File: config.mk
export PLATFORM = sky130hd
export DESIGN_NAME = uvs_sensor_top
export DESIGN_NICKNAME = d
export VERILOG_FILES = /design/src/include/uvs_pkg.sv /design/src/uvs_i2c_slave.sv /design/src/uvs_sensor_top.sv
export VERILOG_INCLUDE_DIRS = /design/src /design/src/include
export SDC_FILE = /design/constraint.sdc
export NUM_CORES = 1
export LEC_CHECK = 0
export BUFFER_PORTS_ARGS = -buffer_cell sky130_fd_sc_hd__buf_2
export CAP_MARGIN = 0
export CORE_MARGIN = 4
export CORE_UTILIZATION = 35
export DETAILED_ROUTE_END_ITERATION = 16
export SLEW_MARGIN = 20
export SYNTH_ARGS = -nofsm -noshare
export SYNTH_HDL_FRONTEND = slang
export SYNTH_HIERARCHICAL = 1
export SYNTH_SLANG_ARGS = --single-unit
File: constraint.sdc
create_clock -name clock -period 7.6 [get_ports clock]
set_clock_uncertainty 0.15 [all_clocks]
set_input_delay 1.14 -clock clock [delete_from_list [all_inputs] [get_ports clock]]
set_output_delay 1.14 -clock clock [all_outputs]
set_load 0.02 [all_outputs]
File: src/include/uvs_regs.svh
// register offsets, command fields, reset values and timing counts
`ifndef UVS_REGS_SVH
`define UVS_REGS_SVH

// ----------------------------------------
// bus address bytes (address plus direction bit)
// ----------------------------------------
`define UVS_ADDR_CMD_WR 8'h70
`define UVS_ADDR_RES_LO_RD 8'h71
`define UVS_ADDR_RES_HI_RD 8'h73

// ----------------------------------------
// command byte fields
// ----------------------------------------
`define UVS_CMD_SD_BIT 0
`define UVS_CMD_ONE_BIT 1
`define UVS_CMD_IT_LO 2
`define UVS_CMD_IT_HI 3
`define UVS_CMD_THD_BIT 4
`define UVS_CMD_ACK_BIT 5
`define UVS_CMD_RST 8'h02

// ----------------------------------------
// timing: half of the base period, in microseconds
// ----------------------------------------
`define UVS_CLK_MHZ 50
`define UVS_HALF_PERIOD_US 62500
`define UVS_HALF_PERIOD_CYC (`UVS_HALF_PERIOD_US * `UVS_CLK_MHZ)

// ----------------------------------------
// alert threshold windows, in result counts
// ----------------------------------------
`define UVS_THRESH_WIN0 16'h0066
`define UVS_THRESH_WIN1 16'h0091

`endif

File: src/include/uvs_pkg.sv
// types shared by the sensor readout design
`default_nettype none

package uvs_pkg;

  // ----------------------------------------
  // serial slave states, gray along the usual path
  // ----------------------------------------
  typedef enum logic [2:0] {
    UVS_IDLE  = 3'h0,
    UVS_ADDR  = 3'h1,
    UVS_AACK  = 3'h3,
    UVS_WDATA = 3'h2,
    UVS_WACK  = 3'h6,
    UVS_RDATA = 3'h7,
    UVS_RACK  = 3'h5
  } uvs_bus_state_type;

  typedef enum logic [1:0] {
    UVS_IT_HALF = 2'h0,
    UVS_IT_ONE  = 2'h1,
    UVS_IT_TWO  = 2'h2,
    UVS_IT_FOUR = 2'h3
  } uvs_it_type;

endpackage : uvs_pkg

`default_nettype wire

File: src/uvs_i2c_slave.sv
// two-wire serial slave: one command byte in, one result byte out
`include "uvs_regs.svh"
`default_nettype none

module uvs_i2c_slave
(
  input wire logic clock,
  input wire logic srst,
  input wire logic scl_i,
  input wire logic sda_i,
  output logic sda_oe,
  output logic cmd_stb,
  output logic [7:0] cmd_data,
  input wire logic [7:0] res_lo,
  input wire logic [7:0] res_hi
);

  // ----------------------------------------
  // pin synchronisers
  // ----------------------------------------
  logic [1:0] scl_sync_r;
  logic [1:0] sda_sync_r;
  logic scl_d_r;
  logic sda_d_r;

  always_ff @(posedge clock)
  begin
    if (srst)
    begin
      scl_sync_r <= 2'h3;
      sda_sync_r <= 2'h3;
      scl_d_r <= 1'b1;
      sda_d_r <= 1'b1;
    end
    else
    begin
      scl_sync_r <= {scl_sync_r[0], scl_i};
      sda_sync_r <= {sda_sync_r[0], sda_i};
      scl_d_r <= scl_sync_r[1];
      sda_d_r <= sda_sync_r[1];
    end
  end

  logic scl_s;
  logic sda_s;
  logic scl_rise;
  logic scl_fall;
  logic start_c;
  logic stop_c;
  assign scl_s = scl_sync_r[1];
  assign sda_s = sda_sync_r[1];
  assign scl_rise = scl_s && !scl_d_r;
  assign scl_fall = !scl_s && scl_d_r;
  assign start_c = scl_s && scl_d_r && sda_d_r && !sda_s;
  assign stop_c = scl_s && scl_d_r && !sda_d_r && sda_s;

  // ----------------------------------------
  // byte engine
  // ----------------------------------------
  uvs_pkg::uvs_bus_state_type st_r, st_nxt;
  logic [3:0] cnt_r, cnt_nxt;
  logic [7:0] sr_r, sr_nxt;
  logic [7:0] tx_r, tx_nxt;
  logic hi_r, hi_nxt;
  logic nack_r, nack_nxt;
  logic oe_r, oe_nxt;
  logic stb_r, stb_nxt;

  always_comb
  begin
    st_nxt = st_r;
    cnt_nxt = cnt_r;
    sr_nxt = sr_r;
    tx_nxt = tx_r;
    hi_nxt = hi_r;
    nack_nxt = nack_r;
    oe_nxt = oe_r;
    stb_nxt = 1'b0;
    if (start_c)
    begin
      st_nxt = uvs_pkg::UVS_ADDR;
      cnt_nxt = 4'h0;
      oe_nxt = 1'b0;
    end
    else if (stop_c)
    begin
      st_nxt = uvs_pkg::UVS_IDLE;
      oe_nxt = 1'b0;
    end
    else
    begin
      case (st_r)
        uvs_pkg::UVS_IDLE:
        begin
          oe_nxt = 1'b0;
        end
        uvs_pkg::UVS_ADDR, uvs_pkg::UVS_WDATA:
        begin
          if (scl_rise)
          begin
            sr_nxt = {sr_r[6:0], sda_s};
            cnt_nxt = cnt_r + 4'h1;
          end
          else if (scl_fall && cnt_r == 4'h8)
          begin
            if (st_r == uvs_pkg::UVS_WDATA)
            begin
              stb_nxt = 1'b1;
              oe_nxt = 1'b1;
              st_nxt = uvs_pkg::UVS_WACK;
            end
            // reserved 0x72 and foreign addresses get no acknowledge
            else if (sr_r == `UVS_ADDR_CMD_WR ||
                     sr_r == `UVS_ADDR_RES_LO_RD ||
                     sr_r == `UVS_ADDR_RES_HI_RD)
            begin
              hi_nxt = (sr_r == `UVS_ADDR_RES_HI_RD);
              oe_nxt = 1'b1;
              st_nxt = uvs_pkg::UVS_AACK;
            end
            else
            begin
              st_nxt = uvs_pkg::UVS_IDLE;
            end
          end
        end
        uvs_pkg::UVS_AACK, uvs_pkg::UVS_RACK:
        begin
          if (scl_rise && st_r == uvs_pkg::UVS_RACK)
          begin
            nack_nxt = sda_s;
          end
          else if (scl_fall)
          begin
            cnt_nxt = 4'h0;
            if (st_r == uvs_pkg::UVS_AACK && !sr_r[0])
            begin
              oe_nxt = 1'b0;
              st_nxt = uvs_pkg::UVS_WDATA;
            end
            else if (st_r == uvs_pkg::UVS_RACK && nack_r)
            begin
              oe_nxt = 1'b0;
              st_nxt = uvs_pkg::UVS_IDLE;
            end
            else
            begin
              tx_nxt = hi_r ? res_hi : res_lo;
              oe_nxt = hi_r ? !res_hi[7] : !res_lo[7];
              st_nxt = uvs_pkg::UVS_RDATA;
            end
          end
        end
        uvs_pkg::UVS_WACK:
        begin
          if (scl_fall)
          begin
            oe_nxt = 1'b0;
            cnt_nxt = 4'h0;
            st_nxt = uvs_pkg::UVS_WDATA;
          end
        end
        uvs_pkg::UVS_RDATA:
        begin
          if (scl_rise)
          begin
            cnt_nxt = cnt_r + 4'h1;
          end
          else if (scl_fall)
          begin
            if (cnt_r == 4'h8)
            begin
              oe_nxt = 1'b0;
              st_nxt = uvs_pkg::UVS_RACK;
            end
            else
            begin
              tx_nxt = {tx_r[6:0], 1'b0};
              oe_nxt = !tx_r[6];
            end
          end
        end
        default:
        begin
          st_nxt = uvs_pkg::UVS_IDLE;
          oe_nxt = 1'b0;
        end
      endcase
    end
  end

  always_ff @(posedge clock)
  begin
    if (srst)
    begin
      st_r <= uvs_pkg::UVS_IDLE;
      cnt_r <= 4'h0;
      sr_r <= 8'h00;
      tx_r <= 8'h00;
      hi_r <= 1'b0;
      nack_r <= 1'b0;
      oe_r <= 1'b0;
      stb_r <= 1'b0;
    end
    else
    begin
      st_r <= st_nxt;
      cnt_r <= cnt_nxt;
      sr_r <= sr_nxt;
      tx_r <= tx_nxt;
      hi_r <= hi_nxt;
      nack_r <= nack_nxt;
      oe_r <= oe_nxt;
      stb_r <= stb_nxt;
    end
  end

  assign sda_oe = oe_r;
  assign cmd_stb = stb_r;
  assign cmd_data = sr_r;

endmodule // uvs_i2c_slave

`default_nettype wire

File: src/uvs_sensor_top.sv
// ultraviolet sensor digital core: command, integration, result, alert
`include "uvs_regs.svh"
`default_nettype none

module uvs_sensor_top
#(
  parameter int HALF_CYCLES = `UVS_HALF_PERIOD_CYC,
  parameter int LEVEL_W = 12,
  parameter logic [15:0] THRESH_WIN0 = `UVS_THRESH_WIN0,
  parameter logic [15:0] THRESH_WIN1 = `UVS_THRESH_WIN1
)
(
  input wire logic clock,
  input wire logic srst,
  input wire logic scl_i,
  input wire logic sda_i,
  output logic sda_o,
  output logic sda_oe,
  input wire logic [LEVEL_W-1:0] uv_level,
  output logic alert_o,
  output logic alert_oe,
  output logic shutdown_select,
  output logic refresh_stb
);

  localparam int DIV_W = $clog2(HALF_CYCLES + 1);
  localparam logic [DIV_W-1:0] DIV_LAST = DIV_W'(HALF_CYCLES - 1);

  // ----------------------------------------
  // helpers
  // ----------------------------------------
  // number of half-period ticks in one integration
  function automatic logic [3:0] it_len(input logic [1:0] sel);
    case (sel)
      uvs_pkg::UVS_IT_HALF: it_len = 4'h1;
      uvs_pkg::UVS_IT_ONE: it_len = 4'h2;
      uvs_pkg::UVS_IT_TWO: it_len = 4'h4;
      default: it_len = 4'h8;
    endcase
  endfunction

  // ----------------------------------------
  // serial slave
  // ----------------------------------------
  logic cmd_stb;
  logic [7:0] cmd_data;
  logic slv_oe;
  logic [15:0] result_r, result_nxt;

  uvs_i2c_slave u_slave (
    .clock(clock),
    .srst(srst),
    .scl_i(scl_i),
    .sda_i(sda_i),
    .sda_oe(slv_oe),
    .cmd_stb(cmd_stb),
    .cmd_data(cmd_data),
    .res_lo(result_r[7:0]),
    .res_hi(result_r[15:8])
  );

  // ----------------------------------------
  // command byte
  // ----------------------------------------
  // bits 1, 6 and 7 are not stored; the host keeps them fixed
  logic sd_r, sd_nxt;
  logic [1:0] it_r, it_nxt;
  logic thd_r, thd_nxt;
  logic ack_en_r, ack_en_nxt;
  logic restart;

  always_comb
  begin
    sd_nxt = sd_r;
    it_nxt = it_r;
    thd_nxt = thd_r;
    ack_en_nxt = ack_en_r;
    restart = 1'b0;
    if (cmd_stb)
    begin
      sd_nxt = cmd_data[`UVS_CMD_SD_BIT];
      it_nxt = cmd_data[`UVS_CMD_IT_HI:`UVS_CMD_IT_LO];
      thd_nxt = cmd_data[`UVS_CMD_THD_BIT];
      ack_en_nxt = cmd_data[`UVS_CMD_ACK_BIT];
      restart = (it_nxt != it_r) || (sd_r && !sd_nxt);
    end
  end

  always_ff @(posedge clock)
  begin
    if (srst)
    begin
      sd_r <= 1'(`UVS_CMD_RST >> `UVS_CMD_SD_BIT);
      it_r <= 2'(`UVS_CMD_RST >> `UVS_CMD_IT_LO);
      thd_r <= 1'(`UVS_CMD_RST >> `UVS_CMD_THD_BIT);
      ack_en_r <= 1'(`UVS_CMD_RST >> `UVS_CMD_ACK_BIT);
    end
    else
    begin
      sd_r <= sd_nxt;
      it_r <= it_nxt;
      thd_r <= thd_nxt;
      ack_en_r <= ack_en_nxt;
    end
  end

  // ----------------------------------------
  // light level input
  // ----------------------------------------
  // level comes from the analog side; it moves slowly, so a plain
  // two-stage sync is accepted at the cost of a rare mixed sample
  logic [LEVEL_W-1:0] lvl_s1_r;
  logic [LEVEL_W-1:0] lvl_s2_r;

  always_ff @(posedge clock)
  begin
    if (srst)
    begin
      lvl_s1_r <= '0;
      lvl_s2_r <= '0;
    end
    else
    begin
      lvl_s1_r <= uv_level;
      lvl_s2_r <= lvl_s1_r;
    end
  end

  // ----------------------------------------
  // integration and refresh
  // ----------------------------------------
  logic [DIV_W-1:0] div_r, div_nxt;
  logic [3:0] tick_r, tick_nxt;
  logic [15:0] acc_r, acc_nxt;
  logic refresh_r, refresh_nxt;
  logic [16:0] sum;
  logic half_tick;

  assign half_tick = (div_r == DIV_LAST);
  assign sum = {1'b0, acc_r} + 17'(lvl_s2_r);

  always_comb
  begin
    div_nxt = div_r;
    tick_nxt = tick_r;
    acc_nxt = acc_r;
    result_nxt = result_r;
    refresh_nxt = 1'b0;
    if (restart || sd_nxt)
    begin
      div_nxt = '0;
      tick_nxt = 4'h0;
      acc_nxt = 16'h0000;
    end
    else if (half_tick)
    begin
      div_nxt = '0;
      // one level sample per half period keeps counts linear
      acc_nxt = sum[16] ? 16'hFFFF : sum[15:0];
      if (tick_r + 4'h1 == it_len(it_r))
      begin
        tick_nxt = 4'h0;
        result_nxt = acc_nxt;
        acc_nxt = 16'h0000;
        refresh_nxt = 1'b1;
      end
      else
      begin
        tick_nxt = tick_r + 4'h1;
      end
    end
    else
    begin
      div_nxt = div_r + DIV_W'(1);
    end
  end

  always_ff @(posedge clock)
  begin
    if (srst)
    begin
      div_r <= '0;
      tick_r <= 4'h0;
      acc_r <= 16'h0000;
      result_r <= 16'h0000;
      refresh_r <= 1'b0;
    end
    else
    begin
      div_r <= div_nxt;
      tick_r <= tick_nxt;
      acc_r <= acc_nxt;
      result_r <= result_nxt;
      refresh_r <= refresh_nxt;
    end
  end

  // ----------------------------------------
  // alert line
  // ----------------------------------------
  logic alert_oe_r, alert_oe_nxt;
  logic [15:0] thresh;

  assign thresh = thd_r ? THRESH_WIN1 : THRESH_WIN0;

  always_comb
  begin
    alert_oe_nxt = ack_en_r && (result_r >= thresh);
  end

  always_ff @(posedge clock)
  begin
    if (srst)
    begin
      alert_oe_r <= 1'b0;
    end
    else
    begin
      alert_oe_r <= alert_oe_nxt;
    end
  end

  // ----------------------------------------
  // pin outputs
  // ----------------------------------------
  // open-drain lines only ever drive low
  logic low_r;

  always_ff @(posedge clock)
  begin
    low_r <= 1'b0;
  end

  assign sda_o = low_r;
  assign sda_oe = slv_oe;
  assign alert_o = low_r;
  assign alert_oe = alert_oe_r;
  assign shutdown_select = sd_r;
  assign refresh_stb = refresh_r;

endmodule // uvs_sensor_top

`default_nettype wire
# After elaboration in Yosys (flattened, before gate mapping)
# Cells that the tools add are included.
op_classes:
  bitwise_logic: 9
  magnitude_cmp: 1
  reduce_logical: 47
  addsub: 4
  n_eq_ne: 37
  n_mux: 53
op_table:
  columns: ["operator", "n"]
  rows:
  - ["7-bit two-way mux", 8]
  - ["3-bit two-way mux", 11]
  - ["16-bit two-way mux", 2]
  - ["8-bit by 7-bit == test with 1-bit output, second input constant", 3]
  - ["4-bit two-way mux", 6]
  - ["4-bit one-hot mux with 3 select lines", 2]
  - ["22-bit by 1-bit adder with 22-bit output, second input constant", 1]
  - ["22-bit == test, second input constant", 1]
  - ["4-bit by 1-bit inequality test with 1-bit output, second input constant", 5]
  - ["1-bit two-way mux", 19]
  - ["9-bit AND reduction", 2]
  - ["16-bit by 12-bit adder with 17-bit output", 1]
  - ["16-bit by 8-bit greater-or-equal comparator with 1-bit output", 1]
  - ["3-bit one-hot mux with 5 select lines", 1]
  - ["7-bit one-hot mux with 2 select lines", 1]
  - ["1-bit logical AND", 13]
  - ["2-bit by 1-bit inequality test with 1-bit output, second input constant", 6]
  - ["2-bit inequality test, second input constant", 6]
  - ["4-bit AND reduction", 3]
  - ["3-bit OR reduction", 4]
  - ["10-bit AND reduction", 1]
  - ["3-bit == test, second input constant", 3]
  - ["1-bit NOT", 9]
  - ["4-bit by 1-bit adder with 4-bit output, second input constant", 2]
  - ["other kinds (24)", 40]
word_totals:
  register_bits: 121
  elab_cells: 176
  out_inout_bits: 6
  inputBits: 16

# Depth between registers and ports, before layout
logic_depth:
  word_depth: 10
  mapped_depth: 9
  depth_no_buf: 8

# Modules after synthesis
# Netlist, hierarchy kept.
modules_own_cells:
  columns: ["module", "n_inst", "cells_each", "area_each_um2", "seq_area_each_um2"]
  rows:
  - ["uvs_sensor_top", 1, 467, 4287.9, 1781.7]
  - ["uvs_i2c_slave", 1, 221, 1884.3, 640.6]

# Worst setup path before layout
# Ideal clock, no wire load.
synth_path:
  path_kind: "input -> register"
  from: "input srst"
  to: "register acc_r[14]"
  slack_ns: 5.003
  arrival_ns: 2.377
  required_ns: 7.380
  setup_ns: 0.070
  cell_stages: 6
  path_buffers: 1
  path_cell_list: "nor2_1 > nand2_4 > or4_4 > buf_6 > a31o_1 > a21oi_1"
synth_via:
  elab_chain_len: 1
synth_lines:
  columns: ["element", "line_no", "text"]
  rows:
  - ["start: declaration", "uvs_sensor_top.sv:14", "input wire logic srst,"]
  - ["2-bit OR reduction (no line)", null, null]
  - ["end signal: assignment", "uvs_sensor_top.sv:192", "acc_r <= acc_nxt;"]
  - ["end: declaration", "uvs_sensor_top.sv:134", "logic [15:0] acc_r, acc_nxt;"]
# Every way passes these cells.
# A chain may end at the register's enable or synchronous reset.

# Worst setup path after layout
layout_path:
  from: "register tick_r[0]"
  to: "register result_r[12]"
layout_via:
  elab_chain_len: 3
layout_lines:
  columns: ["element", "line_no", "text"]
  rows:
  - ["start: declaration", "uvs_sensor_top.sv:133", "logic [3:0] tick_r, tick_nxt;"]
  - ["start signal: assignment", "uvs_sensor_top.sv:191", "tick_r <= tick_nxt;"]
  - ["4-bit by 1-bit adder with 4-bit output", "uvs_sensor_top.sv:160", "if (tick_r + 4'h1 == it_len(it_r))"]
  - ["4-bit == test", "uvs_sensor_top.sv:160", null]
  - ["3-bit AND reduction (no line)", null, null]
  - ["end signal: assignment", "uvs_sensor_top.sv:193", "result_r <= result_nxt;"]
  - ["end: declaration", "uvs_sensor_top.sv:48", "logic [15:0] result_r, result_nxt;"]
# Every way passes these cells.

==> results_dict.tcl <==
set metrics [dict create \
    status "finished, final reports clean" \
    critPathCaptureType "register" \
    cts_tree "built" \
    ys_warn_count 6 \
    die_x_um 141 \
    slowest_delay_ns 0.64 \
    min_period_ns 3.01 \
    hold_class "reg2reg" \
    portBuffers 19 \
    dp_cells 896 \
    yosysTopAreaCellShare 0.392 \
    setup_violations 0 \
    setup_tns_ns 0 \
    crit_type "reg2reg" \
    grt_use_total 0.135 \
    yosysMostFrequentCell "dfxtp_1" \
    vias_per_cell 5.12 \
    routed.top_layer "met4" \
    critPathArrivalTime_ns 3.19 \
    multi_input_area_um2 3480 \
    path_cells "ha_1, xor2_1, or4b_1, mux2i_4, o21a_2, nand2b_1, o32ai_1" \
    die_h_um 141 \
    fin_cells 928 \
    wl_met1_um 6320 \
    clk_pin_slew_ns 0.06 \
    routed_wl_um 12600 \
    ctsResizeCount 0 \
    cpMaxStageDelayCell "o21a_2" \
    dp.final_hpwl_um 8620 \
    synthArstFlopShare 0 \
    fmax_mhz 332 \
    cts_sinks 121 \
    fin_nets 730 \
    cts_root_buf "clkbuf_16" \
    wl_met2_um 5650 \
    powerDensity_nw_per_um2 226 \
    grt_max_degree 71 \
    synth-edff-count 0 \
    drt-initial-drc-count 200 \
    wire_per_inst_um 13.6 \
    crit_path_max_fanout 31 \
    grt_pass1_vias 4470 \
    cap_viol_max_count 0 \
    ant_nets 0 \
    n_antenna_cell 0 \
    htree_levels 4 \
    maxSlewHeadroom 0.300 \
    synth_flop_cell "dfxtp_1" \
    core-area_um2 17300 \
    drc 0 \
    synth_top_area_cell "dfxtp_1" \
    gp_congestion 0.828 \
    cts_setup_buffers 0 \
    ys_ff_latch 121 \
    ctsHoldBuffers 0 \
    crit_path_start_kind "register" \
    grt_pass1_wl_um 21900 \
    via_count 4755 \
    power_leakage_nw 2.63 \
    clk_path_buf_depth 2 \
    worstPathRequired_ns 7.78 \
    antenna_found_initial 0 \
    crit_buf_inv 0 \
    overflow 0 \
    ioPinCount 22 \
    start_util 0.357 \
    routed-wl-met3_um 473 \
    fill_cells 1736 \
    fin_util 0.405 \
    cts_made_buffers 17 \
    clkLatencyLatePin_ns 0.42 \
    dieArea_um2 19800 \
    synth_area_per_cell_um2 8.97 \
    synth_cells 688 \
    peakVddDrop_mv 0.170 \
    synth.yosys.seq_area_share 0.392 \
    area_delta_synth_final_pct 13.6 \
    drive_gt1_frac 0.129 \
    ys_top_cells_by_count "dfxtp_1, nand2_1, nor2_1" \
    drt_first_pass_iters 4 \
    min_period_over_period 0.396 \
    row_count 48 \
    syn-cell-area_um2 6170 \
    crit_family "compound AO/OA/AOI/OAI gates" \
    hold_viol_final 0 \
    drv_slew 0 \
    synth.area.top_cells "dfxtp_1, ha_1, mux2i_1" \
    ff_latch_area_um2 2420 \
    yosysUniqueCellTypes 81 \
    rsz0062_at_grt "no" \
    worst_pin_slew_ns 1.05 \
]
[power by group]
group          switching [W]  internal, W  leakage, nW  total [W]
registers         0.00000448     0.000643        0.981   0.000648
clock network       0.000308     0.000583        0.314   0.000891
logic              0.0000266    0.0000164         1.33  0.0000430
[stage by stage]
| stage | total power (W) | area (µm²) | worst slack [ns] | hold WS, ns |
|---|---|---|---|---|
| 6_report | 0.00158 | 7010 | 4.59 | 0.259 |
| 5_1_grt | 0.00164 | 7010 | 4.39 | 0.274 |
| 4_1_cts | 0.00160 | 7010 | 4.61 | 0.261 |
| 3_5_place_dp | 0.000705 | 6360 | 4.26 | 0.246 |
| 3_3_place_gp | 0.000705 | 6360 | 4.33 | 0.243 |
| 2_1_floorplan | 0.000694 | 6180 | 5.00 | 0.239 |
[area by class of cell]
type	count	share of cell area
clock buffer	17	0.0607
multi-input combinational	510	0.496
clock inverter	15	0.0320
inverter	20	0.0107
tap	225	0.0402
sequential	121	0.346
timing repair buffer	20	0.0146
[flip-flops by register name (all words and copies together), names as in the netlist, 2 cells and up]
signal / cells
lvl_s2_r: 12
it_r: 2
u_slave/tx_r: 7
div_r: 22
u_slave/sda_sync_r: 2
u_slave/scl_sync_r: 2
acc_r: 16
lvl_s1_r: 12
result_r: 16
u_slave/cmd_data: 8
tick_r: 4
u_slave/st_r: 3
u_slave/cnt_r: 4
[final timing paths]
path / cells after the start / slack (ns) / from / end
worst max-delay path: 7 / 4.59 / tick_r[0]$_SDFFE_PP0N_ / result_r[12]$_SDFFE_PP0P_
worst min-delay path: 1 / 0.26 / u_slave/scl_sync_r[0]$_SDFF_PP1_ / u_slave/scl_sync_r[1]$_SDFF_PP1_
worst max register to register: 7 / 4.59 / tick_r[0]$_SDFFE_PP0N_ / result_r[12]$_SDFFE_PP0P_
worst min register to register: 1 / 0.26 / u_slave/scl_sync_r[0]$_SDFF_PP1_ / u_slave/scl_sync_r[1]$_SDFF_PP1_
[per-layer routing]
| metal | GRT usage | up-vias |
|---|---|---|
| li1 | - | 2478 |
| met1 | 0.181 | 2203 |
| met2 | 0.203 | 60 |
| met3 | 0.0421 | 14 |
| met4 | 0.0520 | 0 |
| met5 | 0 | - |
[placed cells by master (no fill, tap or decap), drive strengths merged, types with 12 or more instances in the layout]
cell type / synthesis / layout
dfxtp: 121 / 121
nand2: 61 / 61
nor2: 55 / 55
a21oi: 38 / 38
o21ai: 35 / 35
nor2b: 29 / 29
mux2i: 25 / 25
ha: 23 / 23
nand3: 22 / 22
inv: 20 / 22
xor2: 21 / 21
buf: 19 / 20
clkbuf: 19 / 17
a211oi: 17 / 17
nor3: 15 / 15
o211ai: 12 / 12
[logic make-up (layout without fill, tap and decap cells)]
kind of cell | count (synthesis) | count (layout) | share of synthesized area
AND/OR/NAND/NOR | 266 | 266 | 0.237
AO/OA/AOI/OAI | 160 | 160 | 0.183
flip-flops | 121 | 121 | 0.392
buffers and inverters | 58 | 72 | 0.0446
XOR/XNOR | 32 | 32 | 0.0478
multiplexers | 26 | 26 | 0.0444
adder cells (fa/ha/maj) | 24 | 24 | 0.0499
other | 1 | 2 | 0.000608
Power figures use the tool's default switching activity.
